==> src/inc/mac_ind_params.svh <==
// Constants for the station address and indirect access control block
// Assumes inclusion by bare name from the design files
`ifndef MAC_IND_PARAMS_SVH
`define MAC_IND_PARAMS_SVH

// ****************************************
// Register offsets
// ****************************************
`define SA_BYTE5_OFS    8'h68
`define SA_BYTE4_OFS    8'h69
`define SA_BYTE3_OFS    8'h6A
`define SA_BYTE2_OFS    8'h6B
`define SA_BYTE1_OFS    8'h6C
`define SA_BYTE0_OFS    8'h6D
`define IND_CTRL0_OFS   8'h6E
`define IND_CTRL1_OFS   8'h6F
`define IND_DATA_FIRST  8'h70
`define IND_DATA_LAST   8'h78

// ****************************************
// Field positions
// ****************************************
`define FUNC_MSB        7
`define FUNC_LSB        5
`define DIR_BIT         4
`define SEL_MSB         3
`define SEL_LSB         2
`define ADDR_HI_MSB     3
`define ADDR_HI_LSB     0
`define PORT_MSB        11
`define PORT_LSB        8

// ****************************************
// Encodings
// ****************************************
`define FUNC_TABLE      3'h0
`define FUNC_EEE        3'h1
`define FUNC_ACL        3'h2
`define FUNC_RSVD       3'h3
`define FUNC_PME        3'h4
`define FUNC_CABLE      3'h5
`define TBL_STATIC      2'h0
`define TBL_VLAN        2'h1
`define TBL_DYN         2'h2
`define TBL_MIB         2'h3
`define PORT_GLOBAL     4'h0
`define PORT_ONE        4'h1
`define PORT_TWO        4'h2
`define PORT_FOUR       4'h5

// ****************************************
// Reset values and counts
// ****************************************
`define SA_LOW_RST      8'hFF
`define CTRL_RST        8'h00
`define DATA_RST        8'h00
`define READ_ZERO       8'h00
`define NUM_DATA        9
`define NUM_SA          6

`endif

==> src/inc/mac_ind_pkg.sv <==
// Types for the station address and indirect access control block
// Assumes compilation before the design modules
package mac_ind_pkg;

    typedef enum logic [8:0] {
        SP_NONE   = 9'h001,
        SP_STATIC = 9'h002,
        SP_VLAN   = 9'h004,
        SP_DYN    = 9'h008,
        SP_MIB    = 9'h010,
        SP_EEE    = 9'h020,
        SP_ACL    = 9'h040,
        SP_PME    = 9'h080,
        SP_CABLE  = 9'h100
    } space_t;

    typedef enum logic [1:0] {
        ST_IDLE = 2'h1,
        ST_WAIT = 2'h2
    } state_t;

endpackage
==> src/hdl/ind_cmd_decode.sv <==
// Decoder of the indirect command fields into space, table, port and address
// Assumes combinational use by the register block
`timescale 1ns/1ps
`default_nettype none
`include "mac_ind_params.svh"

module ind_cmd_decode (
    input  wire logic [7:0]         ctrl0,
    input  wire logic [7:0]         addr_low,
    output mac_ind_pkg::space_t     space,
    output logic      [1:0]         table_sel,
    output logic      [3:0]         port,
    output logic      [11:0]        addr,
    output logic                    legal
);
    import mac_ind_pkg::*;

    logic [2:0] func;
    logic       port_ok;

    // ****************************************
    // Field split
    // ****************************************
    always_comb begin
        func      = ctrl0[`FUNC_MSB:`FUNC_LSB];
        table_sel = ctrl0[`SEL_MSB:`SEL_LSB];
        addr      = {ctrl0[`ADDR_HI_MSB:`ADDR_HI_LSB], addr_low};
        port      = addr[`PORT_MSB:`PORT_LSB];
        port_ok   = (port == `PORT_GLOBAL) || (port == `PORT_ONE) ||
                    (port == `PORT_TWO) || (port == `PORT_FOUR);
    end

    // ****************************************
    // Space select
    // ****************************************
    always_comb begin
        space = SP_NONE;
        legal = 1'b1;
        case (func)
            `FUNC_TABLE: begin
                case (table_sel)
                    `TBL_STATIC: space = SP_STATIC;
                    `TBL_VLAN:   space = SP_VLAN;
                    `TBL_DYN:    space = SP_DYN;
                    default:     space = SP_MIB;
                endcase
            end
            `FUNC_EEE: begin
                space = SP_EEE;
                legal = port_ok;
            end
            `FUNC_ACL: begin
                space = SP_ACL;
                legal = port_ok;
            end
            `FUNC_PME:   space = SP_PME;
            `FUNC_CABLE: space = SP_CABLE;
            default: begin
                space = SP_NONE;
                legal = 1'b0;
            end
        endcase
    end

endmodule
`default_nettype wire

==> src/hdl/mac_ind_regs.sv <==
// Station address registers and indirect access control with data window
// Assumes a simple strobe register port and an outside table engine
//
// Strobed register access was chosen for this implementation.
`timescale 1ns/1ps
`default_nettype none
`include "mac_ind_params.svh"

module mac_ind_regs #(
    // Arbitrary reset values for the top three address bytes
    parameter logic [7:0] SA_BYTE5_INIT = 8'h02,
    parameter logic [7:0] SA_BYTE4_INIT = 8'h3C,
    parameter logic [7:0] SA_BYTE3_INIT = 8'h96
) (
    input  wire logic                clock,
    input  wire logic                rst_n,
    input  wire logic [7:0]          reg_addr,
    input  wire logic [7:0]          reg_wdata,
    input  wire logic                reg_wr,
    input  wire logic                reg_rd,
    output logic      [7:0]          reg_rdata,
    output logic      [47:0]         station_address,
    output logic                     cmd_valid,
    output logic                     cmd_read,
    output mac_ind_pkg::space_t      cmd_space,
    output logic      [1:0]          cmd_table,
    output logic      [3:0]          cmd_port,
    output logic      [11:0]         cmd_addr,
    output logic      [71:0]         cmd_wdata,
    input  wire logic                tbl_rdone,
    input  wire logic [71:0]         tbl_rdata,
    output logic                     busy
);
    import mac_ind_pkg::*;

    // ****************************************
    // Declarations
    // ****************************************
    logic   [7:0]   sa_ff [0:`NUM_SA-1];
    logic   [7:0]   data_ff [0:`NUM_DATA-1];
    logic   [7:0]   ctrl0_ff;
    logic   [7:0]   ctrl1_ff;
    logic   [7:0]   rdata_ff;
    logic   [7:0]   nxt_rdata;
    state_t         state_ff;
    state_t         nxt_state;
    logic           cmd_valid_ff;
    logic           cmd_read_ff;
    space_t         cmd_space_ff;
    logic   [1:0]   cmd_table_ff;
    logic   [3:0]   cmd_port_ff;
    logic   [11:0]  cmd_addr_ff;
    logic   [71:0]  cmd_wdata_ff;
    logic   [71:0]  data_word;
    logic   [47:0]  sa_word;
    logic           trigger;
    logic           accept;
    logic           load_rd;
    space_t         dec_space;
    logic   [1:0]   dec_table;
    logic   [3:0]   dec_port;
    logic   [11:0]  dec_addr;
    logic           dec_legal;

    // ****************************************
    // Helpers
    // ****************************************
    function automatic logic [7:0] word_byte(input logic [71:0] word, input int idx);
        logic [7:0] b;
        b = word[(`NUM_DATA-1-idx)*8 +: 8];
        return b;
    endfunction

    function automatic logic hit(input logic [7:0] a, input logic [7:0] ofs);
        return a == ofs;
    endfunction

    // ****************************************
    // Command decode
    // ****************************************
    ind_cmd_decode u_decode (
        .ctrl0     (ctrl0_ff),
        .addr_low  (reg_wdata),
        .space     (dec_space),
        .table_sel (dec_table),
        .port      (dec_port),
        .addr      (dec_addr),
        .legal     (dec_legal)
    );

    always_comb begin
        trigger = reg_wr && hit(reg_addr, `IND_CTRL1_OFS);
        accept  = trigger && dec_legal && (state_ff == ST_IDLE);
        load_rd = (state_ff == ST_WAIT) && tbl_rdone;
    end

    // ****************************************
    // Word assembly
    // ****************************************
    always_comb begin
        data_word = '0;
        for (int i = 0; i < `NUM_DATA; i++) begin
            data_word[(`NUM_DATA-1-i)*8 +: 8] = data_ff[i];
        end
    end

    always_comb begin
        sa_word = '0;
        for (int i = 0; i < `NUM_SA; i++) begin
            sa_word[(`NUM_SA-1-i)*8 +: 8] = sa_ff[i];
        end
    end

    // ****************************************
    // Station address bytes
    // ****************************************
    always_ff @(posedge clock or negedge rst_n) begin
        if (!rst_n) begin
            sa_ff[0] <= SA_BYTE5_INIT;
            sa_ff[1] <= SA_BYTE4_INIT;
            sa_ff[2] <= SA_BYTE3_INIT;
            sa_ff[3] <= `SA_LOW_RST;
            sa_ff[4] <= `SA_LOW_RST;
            sa_ff[5] <= `SA_LOW_RST;
        end else if (reg_wr) begin
            for (int i = 0; i < `NUM_SA; i++) begin
                if (hit(reg_addr, `SA_BYTE5_OFS + 8'(i))) begin
                    sa_ff[i] <= reg_wdata;
                end
            end
        end
    end

    always_ff @(posedge clock or negedge rst_n) begin
        if (!rst_n) begin
            station_address <= {SA_BYTE5_INIT, SA_BYTE4_INIT, SA_BYTE3_INIT,
                                `SA_LOW_RST, `SA_LOW_RST, `SA_LOW_RST};
        end else begin
            station_address <= sa_word;
        end
    end

    // ****************************************
    // Indirect control registers
    // ****************************************
    always_ff @(posedge clock or negedge rst_n) begin
        if (!rst_n) begin
            ctrl0_ff <= `CTRL_RST;
        end else if (reg_wr && hit(reg_addr, `IND_CTRL0_OFS)) begin
            ctrl0_ff <= reg_wdata;
        end
    end

    always_ff @(posedge clock or negedge rst_n) begin
        if (!rst_n) begin
            ctrl1_ff <= `CTRL_RST;
        end else if (trigger) begin
            ctrl1_ff <= reg_wdata;
        end
    end

    // ****************************************
    // Indirect data window
    // ****************************************
    always_ff @(posedge clock or negedge rst_n) begin
        if (!rst_n) begin
            for (int i = 0; i < `NUM_DATA; i++) begin
                data_ff[i] <= `DATA_RST;
            end
        end else if (load_rd) begin
            for (int i = 0; i < `NUM_DATA; i++) begin
                data_ff[i] <= word_byte(tbl_rdata, i);
            end
        end else if (reg_wr) begin
            for (int i = 0; i < `NUM_DATA; i++) begin
                if (hit(reg_addr, `IND_DATA_FIRST + 8'(i))) begin
                    data_ff[i] <= reg_wdata;
                end
            end
        end
    end

    // ****************************************
    // Command sequencing
    // ****************************************
    always_comb begin
        nxt_state = state_ff;
        case (state_ff)
            ST_IDLE: begin
                if (accept && ctrl0_ff[`DIR_BIT]) begin
                    nxt_state = ST_WAIT;
                end
            end
            ST_WAIT: begin
                if (tbl_rdone) begin
                    nxt_state = ST_IDLE;
                end
            end
            default: nxt_state = ST_IDLE;
        endcase
    end

    always_ff @(posedge clock or negedge rst_n) begin
        if (!rst_n) begin
            state_ff <= ST_IDLE;
        end else begin
            state_ff <= nxt_state;
        end
    end

    always_ff @(posedge clock or negedge rst_n) begin
        if (!rst_n) begin
            busy <= 1'b0;
        end else begin
            busy <= (nxt_state == ST_WAIT);
        end
    end

    always_ff @(posedge clock or negedge rst_n) begin
        if (!rst_n) begin
            cmd_valid_ff <= 1'b0;
        end else begin
            cmd_valid_ff <= accept;
        end
    end

    always_ff @(posedge clock or negedge rst_n) begin
        if (!rst_n) begin
            cmd_read_ff  <= 1'b0;
            cmd_space_ff <= SP_NONE;
            cmd_table_ff <= 2'h0;
            cmd_port_ff  <= 4'h0;
            cmd_addr_ff  <= 12'h000;
            cmd_wdata_ff <= 72'h0;
        end else if (accept) begin
            cmd_read_ff  <= ctrl0_ff[`DIR_BIT];
            cmd_space_ff <= dec_space;
            cmd_table_ff <= dec_table;
            cmd_port_ff  <= dec_port;
            cmd_addr_ff  <= dec_addr;
            cmd_wdata_ff <= data_word;
        end
    end

    always_comb begin
        cmd_valid = cmd_valid_ff;
        cmd_read  = cmd_read_ff;
        cmd_space = cmd_space_ff;
        cmd_table = cmd_table_ff;
        cmd_port  = cmd_port_ff;
        cmd_addr  = cmd_addr_ff;
        cmd_wdata = cmd_wdata_ff;
    end

    // ****************************************
    // Read path
    // ****************************************
    always_comb begin
        nxt_rdata = `READ_ZERO;
        for (int i = 0; i < `NUM_SA; i++) begin
            if (hit(reg_addr, `SA_BYTE5_OFS + 8'(i))) begin
                nxt_rdata = sa_ff[i];
            end
        end
        for (int i = 0; i < `NUM_DATA; i++) begin
            if (hit(reg_addr, `IND_DATA_FIRST + 8'(i))) begin
                nxt_rdata = data_ff[i];
            end
        end
        if (hit(reg_addr, `IND_CTRL0_OFS)) begin
            nxt_rdata = ctrl0_ff;
        end
        if (hit(reg_addr, `IND_CTRL1_OFS)) begin
            nxt_rdata = ctrl1_ff;
        end
    end

    always_ff @(posedge clock or negedge rst_n) begin
        if (!rst_n) begin
            rdata_ff <= `READ_ZERO;
        end else if (reg_rd) begin
            rdata_ff <= nxt_rdata;
        end else begin
            rdata_ff <= `READ_ZERO;
        end
    end

    always_comb begin
        reg_rdata = rdata_ff;
    end

endmodule
`default_nettype wire

==> config.mk <==
export PLATFORM = sky130hd
export DESIGN_NAME = mac_ind_regs
export DESIGN_NICKNAME = d
export VERILOG_FILES = /design/src/inc/mac_ind_pkg.sv /design/src/hdl/ind_cmd_decode.sv /design/src/hdl/mac_ind_regs.sv
export VERILOG_INCLUDE_DIRS = /design/src /design/src/inc
export SDC_FILE = /design/constraint.sdc
export NUM_CORES = 1
export LEC_CHECK = 0
export BUFFER_PORTS_ARGS = -buffer_cell sky130_fd_sc_hd__buf_2
export CORE_ASPECT_RATIO = 0.7
export CORE_UTILIZATION = 50
export CTS_CLUSTER_DIAMETER = 120
export DETAILED_ROUTE_END_ITERATION = 6
export PLACE_DENSITY_LB_ADDON = 0.15
export SKIP_CTS_REPAIR_TIMING = 1
export SLEW_MARGIN = 20
export SYNTH_ARGS = -nofsm -noshare
export SYNTH_HDL_FRONTEND = slang
export SYNTH_HIERARCHICAL = 1
export SYNTH_SLANG_ARGS = --single-unit
==> constraint.sdc <==
create_clock -name clock -period 1.85 [get_ports clock]
set_input_delay 0.185 -clock clock [delete_from_list [all_inputs] [get_ports clock]]
set_output_delay 0.185 -clock clock [all_outputs]
set_load 0.02 [all_outputs]
==> impl_metrics.env, run 1 <==
export IMPL_outcome="complete, but fails checks"
export IMPL_violations="DRC, hold timing, setup timing"
export IMPL_nets=1571
export IMPL_cp_depth=8
export IMPL_drc=30
export IMPL_syn_inst=1040
export IMPL_max_freq_mhz=459.4
export IMPL_hp_class="primary input to flop"
export IMPL_synthToLayoutAreaGrowth_pct=37.70
export IMPL_grt_pass1_wl_um=57800
export IMPL_rrSetupSlack_ns=-0.33
export IMPL_yosysUniqueCellTypes=63
export IMPL_start_kind="flop"
export IMPL_power_density_mw_per_mm2=820.3
export IMPL_port_buffers=250
export IMPL_vias=10410
export IMPL_syn_cell_area_sq_mm=0.01275
export IMPL_synth_seq_cells=296
export IMPL_period_share=1.177
export IMPL_grt_pass1_vias=9549
export IMPL_setup_viol=104
export IMPL_first_pass_iters=7
export IMPL_synth_top_area_cell="dfrtp_1"
export IMPL_worst_path_buf_inv=2
export IMPL_place_hpwl_um=28480
export IMPL_startpoint="ctrl0_ff[0]"
export IMPL_grt_usage=0.2976
export IMPL_io_pins=251
export IMPL_clkLatencyLatePin_ns=0.55
export IMPL_synth_area_top_cells="dfrtp_1 (45%), mux2_2 (15%), dfstp_2 (14%)"
export IMPL_drt_iter0_markers=910
export IMPL_grt_overflow_total=0
export IMPL_worstPathRequired_ns=2.28
export IMPL_design_area_sq_mm=0.01756
export IMPL_yosys_top_cells_count="dfrtp_1 (228), mux2_2 (168), o21ai_0 (99), nand2_1 (98), a21oi_1 (85)"
export IMPL_worst_setup_path_end_kind="flop"
export IMPL_cts_tree="built"
export IMPL_rsz0062_at_grt="true"
export IMPL_antenna_found_initial=2
export IMPL_setup_ws_ns=-0.3267
export IMPL_clockBufferDepth=3
export IMPL_synth_edf_count=0
export IMPL_detail_route_wl_per_cell_um=22.90
export IMPL_cts_buffers=28
export IMPL_placed_area_sq_mm=0.01529
export IMPL_viasPerCell=5.704
export IMPL_hold_ws_ns=-0.05582
export IMPL_total_power_w=0.01440
export IMPL_drive_gt1_frac=0.4947
export IMPL_r2r_start="ctrl0_ff[0]"
export IMPL_cp_top_family="multiplexers"
export IMPL_rr_worst_depth=8
export IMPL_fin_crit_ns=2.177
export IMPL_gp_routability_congestion=0.9360
export IMPL_htreeDepth=1
export IMPL_slew_headroom=0.6836
export IMPL_fill_cells=1821
export IMPL_ys_seq_area_frac=0.5876
export IMPL_clk_pin_slew_ns=0.07
export IMPL_root_buffer="clkbuf_16"
export IMPL_avgSynthCellArea_sq_um=12.26
export IMPL_async_flop_share=1.000
export IMPL_endpoint="cmd_addr[0]"
export IMPL_crit_fanout=23
export IMPL_dieArea_sq_mm=0.02616
export IMPL_finalWirelength_um=41780
export IMPL_critPathMaxStageDelay_ns=0.40
export IMPL_slew_violations=0
export IMPL_cp_slowest_cell="dfrtp_1"
export IMPL_cap_violations=0
export IMPL_num_rows=48
export IMPL_yosysWarningCount=6
export IMPL_power_leakage_nw=8.800
export IMPL_yosysMostFrequentCell="dfrtp_1"
export IMPL_cts_sinks=296
export IMPL_synth_flop_cell="dfrtp_1"
export IMPL_coreArea_sq_mm=0.02486
export IMPL_path_class="flop to flop"
export IMPL_synth_top_area_frac=0.4475
export IMPL_cp_cell_sequence="mux2_4, o22a_1, nor2_1, nand3_1, nor2_4, buf_12, buf_16, mux2_2"
export IMPL_hold_viol=2
export IMPL_critPathArrivalTime_ns=2.61
export IMPL_worst_pin_slew_ns=0.4747
export IMPL_drtAntennaViolNets=0
export IMPL_die_height_um=135.6
export IMPL_synth_nets=1135
export IMPL_r2r_end="cmd_addr[0]"
export IMPL_initial_core_util=0.5128
export IMPL_skew_ns=0.009679
export IMPL_worstHoldStart="tbl_rdata[43]"
export IMPL_grt_max_degree=58
export IMPL_peakVddDrop_mv=0.8127
export IMPL_die_width_um=192.9
==> cells in the final DEF, fill, tap and decap left out, drive strengths merged, types with 16 or more instances in the layout <==
cell	instances
dfrtp	228
nor2	27
buf	411
mux2	169
o21ai	99
dlygate4sd3	74
nor2b	16
clkbuf	39
a21oi	85
dfstp	68
mux2i	25
nand2	100
==> how the worst min path moves through the flow <==
stage,to,slack [ns],cells past startpoint
finish,data_ff[43],-0.06,3
global route,data_ff[12],0.02,3
CTS,cmd_table[0],-0.45,1
detailed placement,cmd_addr[10],0.13,1
global placement,cmd_valid,0.13,1
floorplan,busy,-0.11,0
==> metal layers <==
metal / wire, um / global-route usage / vias up / part of all wire
li1: - / - / 4601 / -
met1: 18770 / 0.4634 / 5222 / 0.45
met2: 18330 / 0.4154 / 523 / 0.44
met3: 3829 / 0.07252 / 59 / 0.092
met4: 854 / 0.06518 / 0 / 0.020
met5: 0 / 0 / - / 0
==> state kept, by name, summed over array words and instances (netlist names), 4 cells and up <==
signal,cells
cmd_wdata,72
data_ff,72
sa_ff,48
station_address,48
cmd_addr,12
cmd_space,9
ctrl0_ff,8
ctrl1_ff,8
reg_rdata,8
cmd_port,4
==> through the flow <==
stage | utilization | cells | worst slack (ns) | TNS [ns]
4_1_cts | 0.6539 | 1734 | -0.2909 | -27.72
3_3_place_gp | 0.6150 | 1682 | -0.2661 | -28.03
6_report | 0.7062 | 1824 | -0.3267 | -29.61
2_1_floorplan | - | 1040 | -0.09056 | -6.749
3_5_place_dp | 0.6150 | 1682 | -0.2887 | -30.12
5_1_grt | 0.7061 | 1823 | -0.3653 | -33.19
==> worst min-delay path: cells and delay by family <==
family,cells,cell delay (ns)
compound gates,2,0.19
buf+inv,1,0.08
==> logic make-up after synthesis <==
logic type | after synthesis | synth area share
multiplexers | 201 | 0.1818
AND/OR/NAND/NOR | 192 | 0.07301
flip-flops | 296 | 0.5876
buffers and inverters | 91 | 0.03945
adder cells (fa/ha/maj) | 2 | 0.001962
AO/OA/AOI/OAI | 258 | 0.1162
==> final cells by class <==
cell class,instances,area [sq um],area share
Antenna cell,1,2.502,0.0001425
Sequential cell,296,7493,0.4268
Clock buffer,35,767.0,0.04368
Clock inverter,17,198.9,0.01133
Tap cell,325,406.6,0.02316
Multi-Input combinational cell,653,5062,0.2883
Inverter,8,30.03,0.001710
Timing Repair Buffer,489,3597,0.2049
==> report_power, final <==
| part | switching [W] | total (W) | internal, W |
|---|---|---|---|
| clock network | 0.00252 | 0.00602 | 0.00350 |
| registers | 0.000195 | 0.00696 | 0.00676 |
| logic | 0.000790 | 0.00143 | 0.000639 |
Note: power is estimated with default switching activity, not from simulation.
==> inputs of run 2 (changes only) <==
--- a/config.mk
+++ b/config.mk
@@ -8,7 +8,7 @@
 export LEC_CHECK = 0
 export BUFFER_PORTS_ARGS = -buffer_cell sky130_fd_sc_hd__buf_2
 export CORE_ASPECT_RATIO = 0.7
-export CORE_UTILIZATION = 50
+export CORE_UTILIZATION = 49
 export CTS_CLUSTER_DIAMETER = 120
 export DETAILED_ROUTE_END_ITERATION = 6
 export PLACE_DENSITY_LB_ADDON = 0.15
@@ -16,5 +16,4 @@
 export SLEW_MARGIN = 20
 export SYNTH_ARGS = -nofsm -noshare
 export SYNTH_HDL_FRONTEND = slang
-export SYNTH_HIERARCHICAL = 1
 export SYNTH_SLANG_ARGS = --single-unit
==> run 2 against run 1 <==
- the run now ends clean
- largest cell class unchanged
- utilization fell by 3.5 points
- sequential power rose by 1%
- first-iteration DRC count rose by 18%
- sequential cell count fell by 6
- critical path depth fell by 2
- combinational power barely moved
- power rose by 1.2%
==> impl_metrics.env, run 2 <==
export IMPL_slew_violations=0
export IMPL_hp_class="primary input to flop"
export IMPL_initial_core_util=0.5071
export IMPL_nets=1676
export IMPL_crit_fanout=3
export IMPL_dieArea_sq_mm=0.02658
export IMPL_fin_crit_ns=1.786
export IMPL_clkLatencyLatePin_ns=0.56
export IMPL_holdPathStages=3
export IMPL_pwr_share_seq=0.484
export IMPL_synth_seq_cells=290
export IMPL_cp_slowest_cell="mux4_2"
export IMPL_utilization=0.6713
export IMPL_crit_top_cell="buf_4"
export IMPL_gp_routability_congestion=0.9872
export IMPL_top_layer_used="met4"
export IMPL_drt_iter0_markers=1071
export IMPL_worst_setup_path_end_kind="flop"
export IMPL_total_power_w=0.01457
export IMPL_dp_slack_ns=-0.1372
export IMPL_routed_wl_met2_um=17830
export IMPL_htreeDepth=1
export IMPL_power_leakage_nw=8.720
export IMPL_drc=0
export IMPL_synth_area_top_cells="dfrtp_1 (44%), dfstp_2 (14%), nand2_1 (11%)"
export IMPL_first_pass_iters=6
export IMPL_clockBufferDepth=3
export IMPL_rr_worst_depth=6
export IMPL_drtAntennaViolNets=0
export IMPL_place_inst=1803
export IMPL_met1_length_um=19350
export IMPL_antenna_found_initial=2
export IMPL_synth_nets=1291
export IMPL_slew_headroom=0.5853
export IMPL_tns_ns=0
export IMPL_ys_seq_area_frac=0.5781
export IMPL_vias=10780
export IMPL_port_buffers=250
export IMPL_yosysMostFrequentCell="nand2_1"
export IMPL_p_sw_w=0.003648
export IMPL_worstPathRequired_ns=2.29
export IMPL_syn_inst=1196
export IMPL_place_hpwl_um=29350
export IMPL_cts_sinks=290
export IMPL_synth_top_area_cell="dfrtp_1"
export IMPL_skew_ns=0.01826
export IMPL_die_height_um=136.7
export IMPL_period_share=0.9652
export IMPL_coreArea_sq_mm=0.02504
export IMPL_cts_buffers=28
export IMPL_critPathArrivalTime_ns=2.23
export IMPL_yosysWarningCount=0
export IMPL_power_density_mw_per_mm2=866.9
export IMPL_cts_tree="built"
export IMPL_layout_common_cells="nand2_1 (358), buf_2 (249), dfrtp_1 (222)"
export IMPL_detail_route_wl_per_cell_um=21.52
export IMPL_num_rows=48
export IMPL_met3_length_um=3709
export IMPL_yosys_top_cells_count="nand2_1 (358), dfrtp_1 (222), o21ai_0 (97), mux2i_1 (72), dfstp_2 (68)"
export IMPL_peakVddDrop_mv=0.6364
export IMPL_grt_pass1_vias=9831
export IMPL_rsz0062_at_grt="false"
export IMPL_grt_max_degree=67
export IMPL_clkPwrFrac=0.416
export IMPL_cp_cell_sequence="mux4_2, a22o_1, o21ai_0, buf_4, a221oi_1, buf_4"
export IMPL_avgSynthCellArea_sq_um=10.62
export IMPL_hold_viol=0
export IMPL_synth_flop_cell="dfrtp_1"
export IMPL_finalWirelength_um=41530
export IMPL_cap_violations=0
export IMPL_setup_viol=0
export IMPL_synth_top_area_frac=0.4374
export IMPL_syn_cell_area_sq_mm=0.01270
export IMPL_async_flop_share=1.000
export IMPL_die_width_um=194.4
export IMPL_synthToLayoutAreaGrowth_pct=32.37
export IMPL_outcome="complete, no violations"
export IMPL_root_buffer="clkbuf_16"
export IMPL_grt_overflow_total=0
export IMPL_worst_pin_slew_ns=0.6221
export IMPL_viasPerCell=5.586
export IMPL_grt_pass1_wl_um=60860
export IMPL_io_pins=251
export IMPL_critPathMaxStageDelay_ns=0.50
export IMPL_setup_ws_ns=0.06436
export IMPL_synth_edf_count=0
export IMPL_combPwrFrac=0.100
export IMPL_clk_pin_slew_ns=0.06
export IMPL_swShare=0.2503
export IMPL_path_class="flop to flop"
export IMPL_start_kind="flop"
export IMPL_max_freq_mhz=560.0
export IMPL_yosysUniqueCellTypes=71
export IMPL_final_common_cell="nand2_1"
export IMPL_grt_usage=0.3067
export IMPL_intPower_w=0.01092
export IMPL_drive_gt1_frac=0.3624
export IMPL_fin_cells=1930
[run 2: metal layers]
metal | GRT usage | vias up
li1 | - | 4856
met5 | 0 | -
met3 | 0.06604 | 48
met1 | 0.4796 | 5406
met2 | 0.4361 | 471
met4 | 0.05776 | 0
[run 2: power groups by stage]
| stage | Sequential [W] | Combinational, W | Clock, W |
|---|---|---|---|
| 5_1_grt | 0.00708 | 0.00159 | 0.00638 |
| 4_1_cts | 0.00704 | 0.00134 | 0.00614 |
| 2_1_floorplan | 0.00714 | 0.000542 | 0 |
| 3_3_place_gp | 0.00714 | 0.00131 | 0 |
| 6_report | 0.00705 | 0.00146 | 0.00606 |
| 3_5_place_dp | 0.00714 | 0.00133 | 0 |
[run 2: area by class of cell]
class,count,area (sq um)
clock inverter,10,133.9
sequential,290,7342
clock buffer,42,844.6
antenna,2,5.005
inverter,14,52.55
timing repair buffer,441,3119
multi-input combinational,806,4907
fill,1943,8233
tap,325,406.6
[run 2: logic make-up after synthesis]
| logic type | synth area share |
|---|---|
| AO/OA/AOI/OAI | 0.08966 |
| adder cells (fa/ha/maj) | 0.001970 |
| buffers and inverters | 0.03724 |
| flip-flops | 0.5781 |
| multiplexers | 0.1295 |
| AND/OR/NAND/NOR | 0.1635 |
[run 2: per-stage QoR]
step	area (sq um)	hold slack, ns
3_3_place_gp	15080	0.1011
4_1_cts	16060	-0.4719
3_5_place_dp	15080	0.09998
6_report	16810	0.03759
5_1_grt	16810	0.02444
2_1_floorplan	12700	-0.1106
[run 2: path summary, 6_finish.rpt]
check,startpoint,end,slack [ns]
setup reg to reg,sa_ff[39],reg_rdata[7],0.06
hold reg to reg,sa_ff[18],station_address[18],0.37
setup / recovery,sa_ff[39],reg_rdata[7],0.06
min in group asynchronous,rst_n,cmd_table[0],0.13
max in group asynchronous,rst_n,sa_ff[20],1.02
hold / removal,reg_rd,reg_rdata[3],0.04
[run 2: critical path, delay by kind of cell (launching register included)]
family,cells,cell delay [ns]
flip-flops,1,0.41
multiplexers,1,0.50
AO/OA/AOI/OAI,3,0.48
buffers and inverters,2,0.29
==> inputs of run 3 (changes only) <==
--- a/config.mk
+++ b/config.mk
@@ -16,4 +16,5 @@
 export SLEW_MARGIN = 20
 export SYNTH_ARGS = -nofsm -noshare
 export SYNTH_HDL_FRONTEND = slang
+export SYNTH_HIERARCHICAL = 1
 export SYNTH_SLANG_ARGS = --single-unit
==> run 3 against run 2 <==
- the run now ends with hold timing, setup timing left
- maximum frequency fell by 17%
- utilization is 2.3 points higher
- via count decreased by 3.8%
- wire length fell by 0.71%
- count of clock-buffer cells in the layout down 6
- sequential power fell by 1%
- die area grew 0.40%
- sequential cell count grew 6
- global-route usage is 1.3 points lower
- largest power group unchanged
==> impl_metrics.env, run 3 (synthesis results as in run 1) <==
export IMPL_vias=10370
export IMPL_root_buffer="clkbuf_16"
export IMPL_start_kind="flop"
export IMPL_grt_pass1_vias=9461
export IMPL_max_freq_mhz=466.4
export IMPL_skew_ns=0.009996
export IMPL_power_leakage_nw=8.746
export IMPL_cts_tree="built"
export IMPL_placed_area_sq_mm=0.01523
export IMPL_die_width_um=194.8
export IMPL_grt_max_degree=76
export IMPL_utilization=0.6947
export IMPL_dieArea_sq_mm=0.02668
export IMPL_path_class="flop to flop"
export IMPL_power_density_mw_per_mm2=827.5
export IMPL_slew_violations=0
export IMPL_critPathArrivalTime_ns=2.57
export IMPL_num_rows=48
export IMPL_cp_top_family="multiplexers"
export IMPL_clkLatencyLatePin_ns=0.55
export IMPL_coreArea_sq_mm=0.02510
export IMPL_drt_iter0_markers=888
export IMPL_design_area_sq_mm=0.01744
export IMPL_fin_crit_ns=2.144
export IMPL_hold_viol=9
export IMPL_setup_viol=104
export IMPL_multiInputGateArea_sq_mm=0.005025
export IMPL_cp_slowest_cell="dfrtp_1"
export IMPL_cts_buffers=28
export IMPL_fill_cells=1846
export IMPL_grt_overflow_total=0
export IMPL_detail_route_wl_per_cell_um=22.73
export IMPL_grt_usage=0.2939
export IMPL_place_hpwl_um=28630
export IMPL_worst_pin_slew_ns=0.4823
export IMPL_grt_pass1_wl_um=58640
export IMPL_layout_common_cells="buf_2 (249), dfrtp_1 (227), mux2_2 (141)"
export IMPL_drtAntennaViolNets=0
export IMPL_htreeDepth=1
export IMPL_violations="hold timing, setup timing"
export IMPL_port_buffers=250
export IMPL_worst_path_buf_inv=2
export IMPL_final_common_cell="buf_2"
export IMPL_critPathMaxStageDelay_ns=0.39
export IMPL_antenna_found_initial=1
export IMPL_hp_class="primary input to flop"
export IMPL_io_pins=251
export IMPL_hold_ws_ns=-0.04889
export IMPL_finalWirelength_um=41230
export IMPL_gp_routability_congestion=0.9586
export IMPL_total_power_w=0.01443
export IMPL_cp_cell_sequence="mux2_4, o22a_1, nor2_2, nand3_2, nor2_4, buf_4, buf_8, mux2_2"
export IMPL_crit_fanout=12
export IMPL_worstPathRequired_ns=2.28
export IMPL_worst_setup_path_end_kind="flop"
export IMPL_first_pass_iters=5
export IMPL_viasPerCell=5.717
export IMPL_initial_core_util=0.5079
export IMPL_cap_violations=0
export IMPL_drive_gt1_frac=0.5003
export IMPL_peakVddDrop_mv=0.6015
export IMPL_synthToLayoutAreaGrowth_pct=36.78
export IMPL_clk_pin_slew_ns=0.07
export IMPL_outcome="complete, but fails checks"
export IMPL_period_share=1.159
export IMPL_cts_sinks=296
export IMPL_clockBufferDepth=3
export IMPL_rsz0062_at_grt="true"
export IMPL_slew_headroom=0.6751
export IMPL_drc=0
export IMPL_setup_ws_ns=-0.2941
export IMPL_diodes=0
export IMPL_nets=1562
export IMPL_die_height_um=137.0
export IMPL_regArea_sq_mm=0.007493
==> run 3: path summary, 6_finish.rpt <==
kind                          startpoint                   to  slack, ns  cells after the start
setup / recovery             ctrl0_ff[0]        cmd_wdata[40]      -0.29                      8
hold / removal             tbl_rdata[10]          data_ff[10]      -0.05                      3
setup reg to reg             ctrl0_ff[0]        cmd_wdata[40]      -0.29                      8
hold reg to reg                sa_ff[26]  station_address[26]       0.37                      0
max in group asynchronous          rst_n        cmd_wdata[54]       0.97                      3
min in group asynchronous          rst_n         cmd_space[3]       0.13                      2
==> run 3: metrics by stage <==
stage	hold slack, ns	TNS [ns]	worst slack [ns]	instances
final	-0.04889	-22.79	-0.2941	1814
after global routing	0.001935	-28.53	-0.3298	1814
after CTS	-0.4599	-28.83	-0.3021	1728
after detailed placement	0.1103	-31.07	-0.3456	1676
after global placement	0.1072	-29.53	-0.3201	1676
after floorplan	-0.1106	-6.749	-0.09056	1040
==> run 3: layer usage <==
layer | GRT usage | wire length (um) | up-vias
met5 | 0 | 0 | -
met4 | 0.05074 | 625 | 0
met3 | 0.06013 | 3632 | 46
met2 | 0.4152 | 17660 | 493
met1 | 0.4669 | 19310 | 5250
li1 | - | - | 4582
==> run 3: power by group <==
| part | switching [W] | total, W | internal [W] |
|---|---|---|---|
| clock | 0.00254 | 0.00607 | 0.00353 |
| combinational | 0.000780 | 0.00140 | 0.000622 |
| sequential | 0.000198 | 0.00696 | 0.00676 |
| total | 0.00351 | 0.0144 | 0.0109 |
==> run 3: cell type report <==
| class | instances | area share |
|---|---|---|
| sequential | 296 | 0.4297 |
| clock inverter | 16 | 0.008824 |
| tap | 325 | 0.02332 |
| timing repair buffer | 479 | 0.1999 |
| multi-input combinational | 654 | 0.2881 |
| clock buffer | 36 | 0.04850 |
| inverter | 8 | 0.001722 |
==> run 3: tightest hold or removal path, stage by stage <==
cell     delay (ns)
buf_2          0.09
a21oi_1        0.05
o21ai_0        0.13
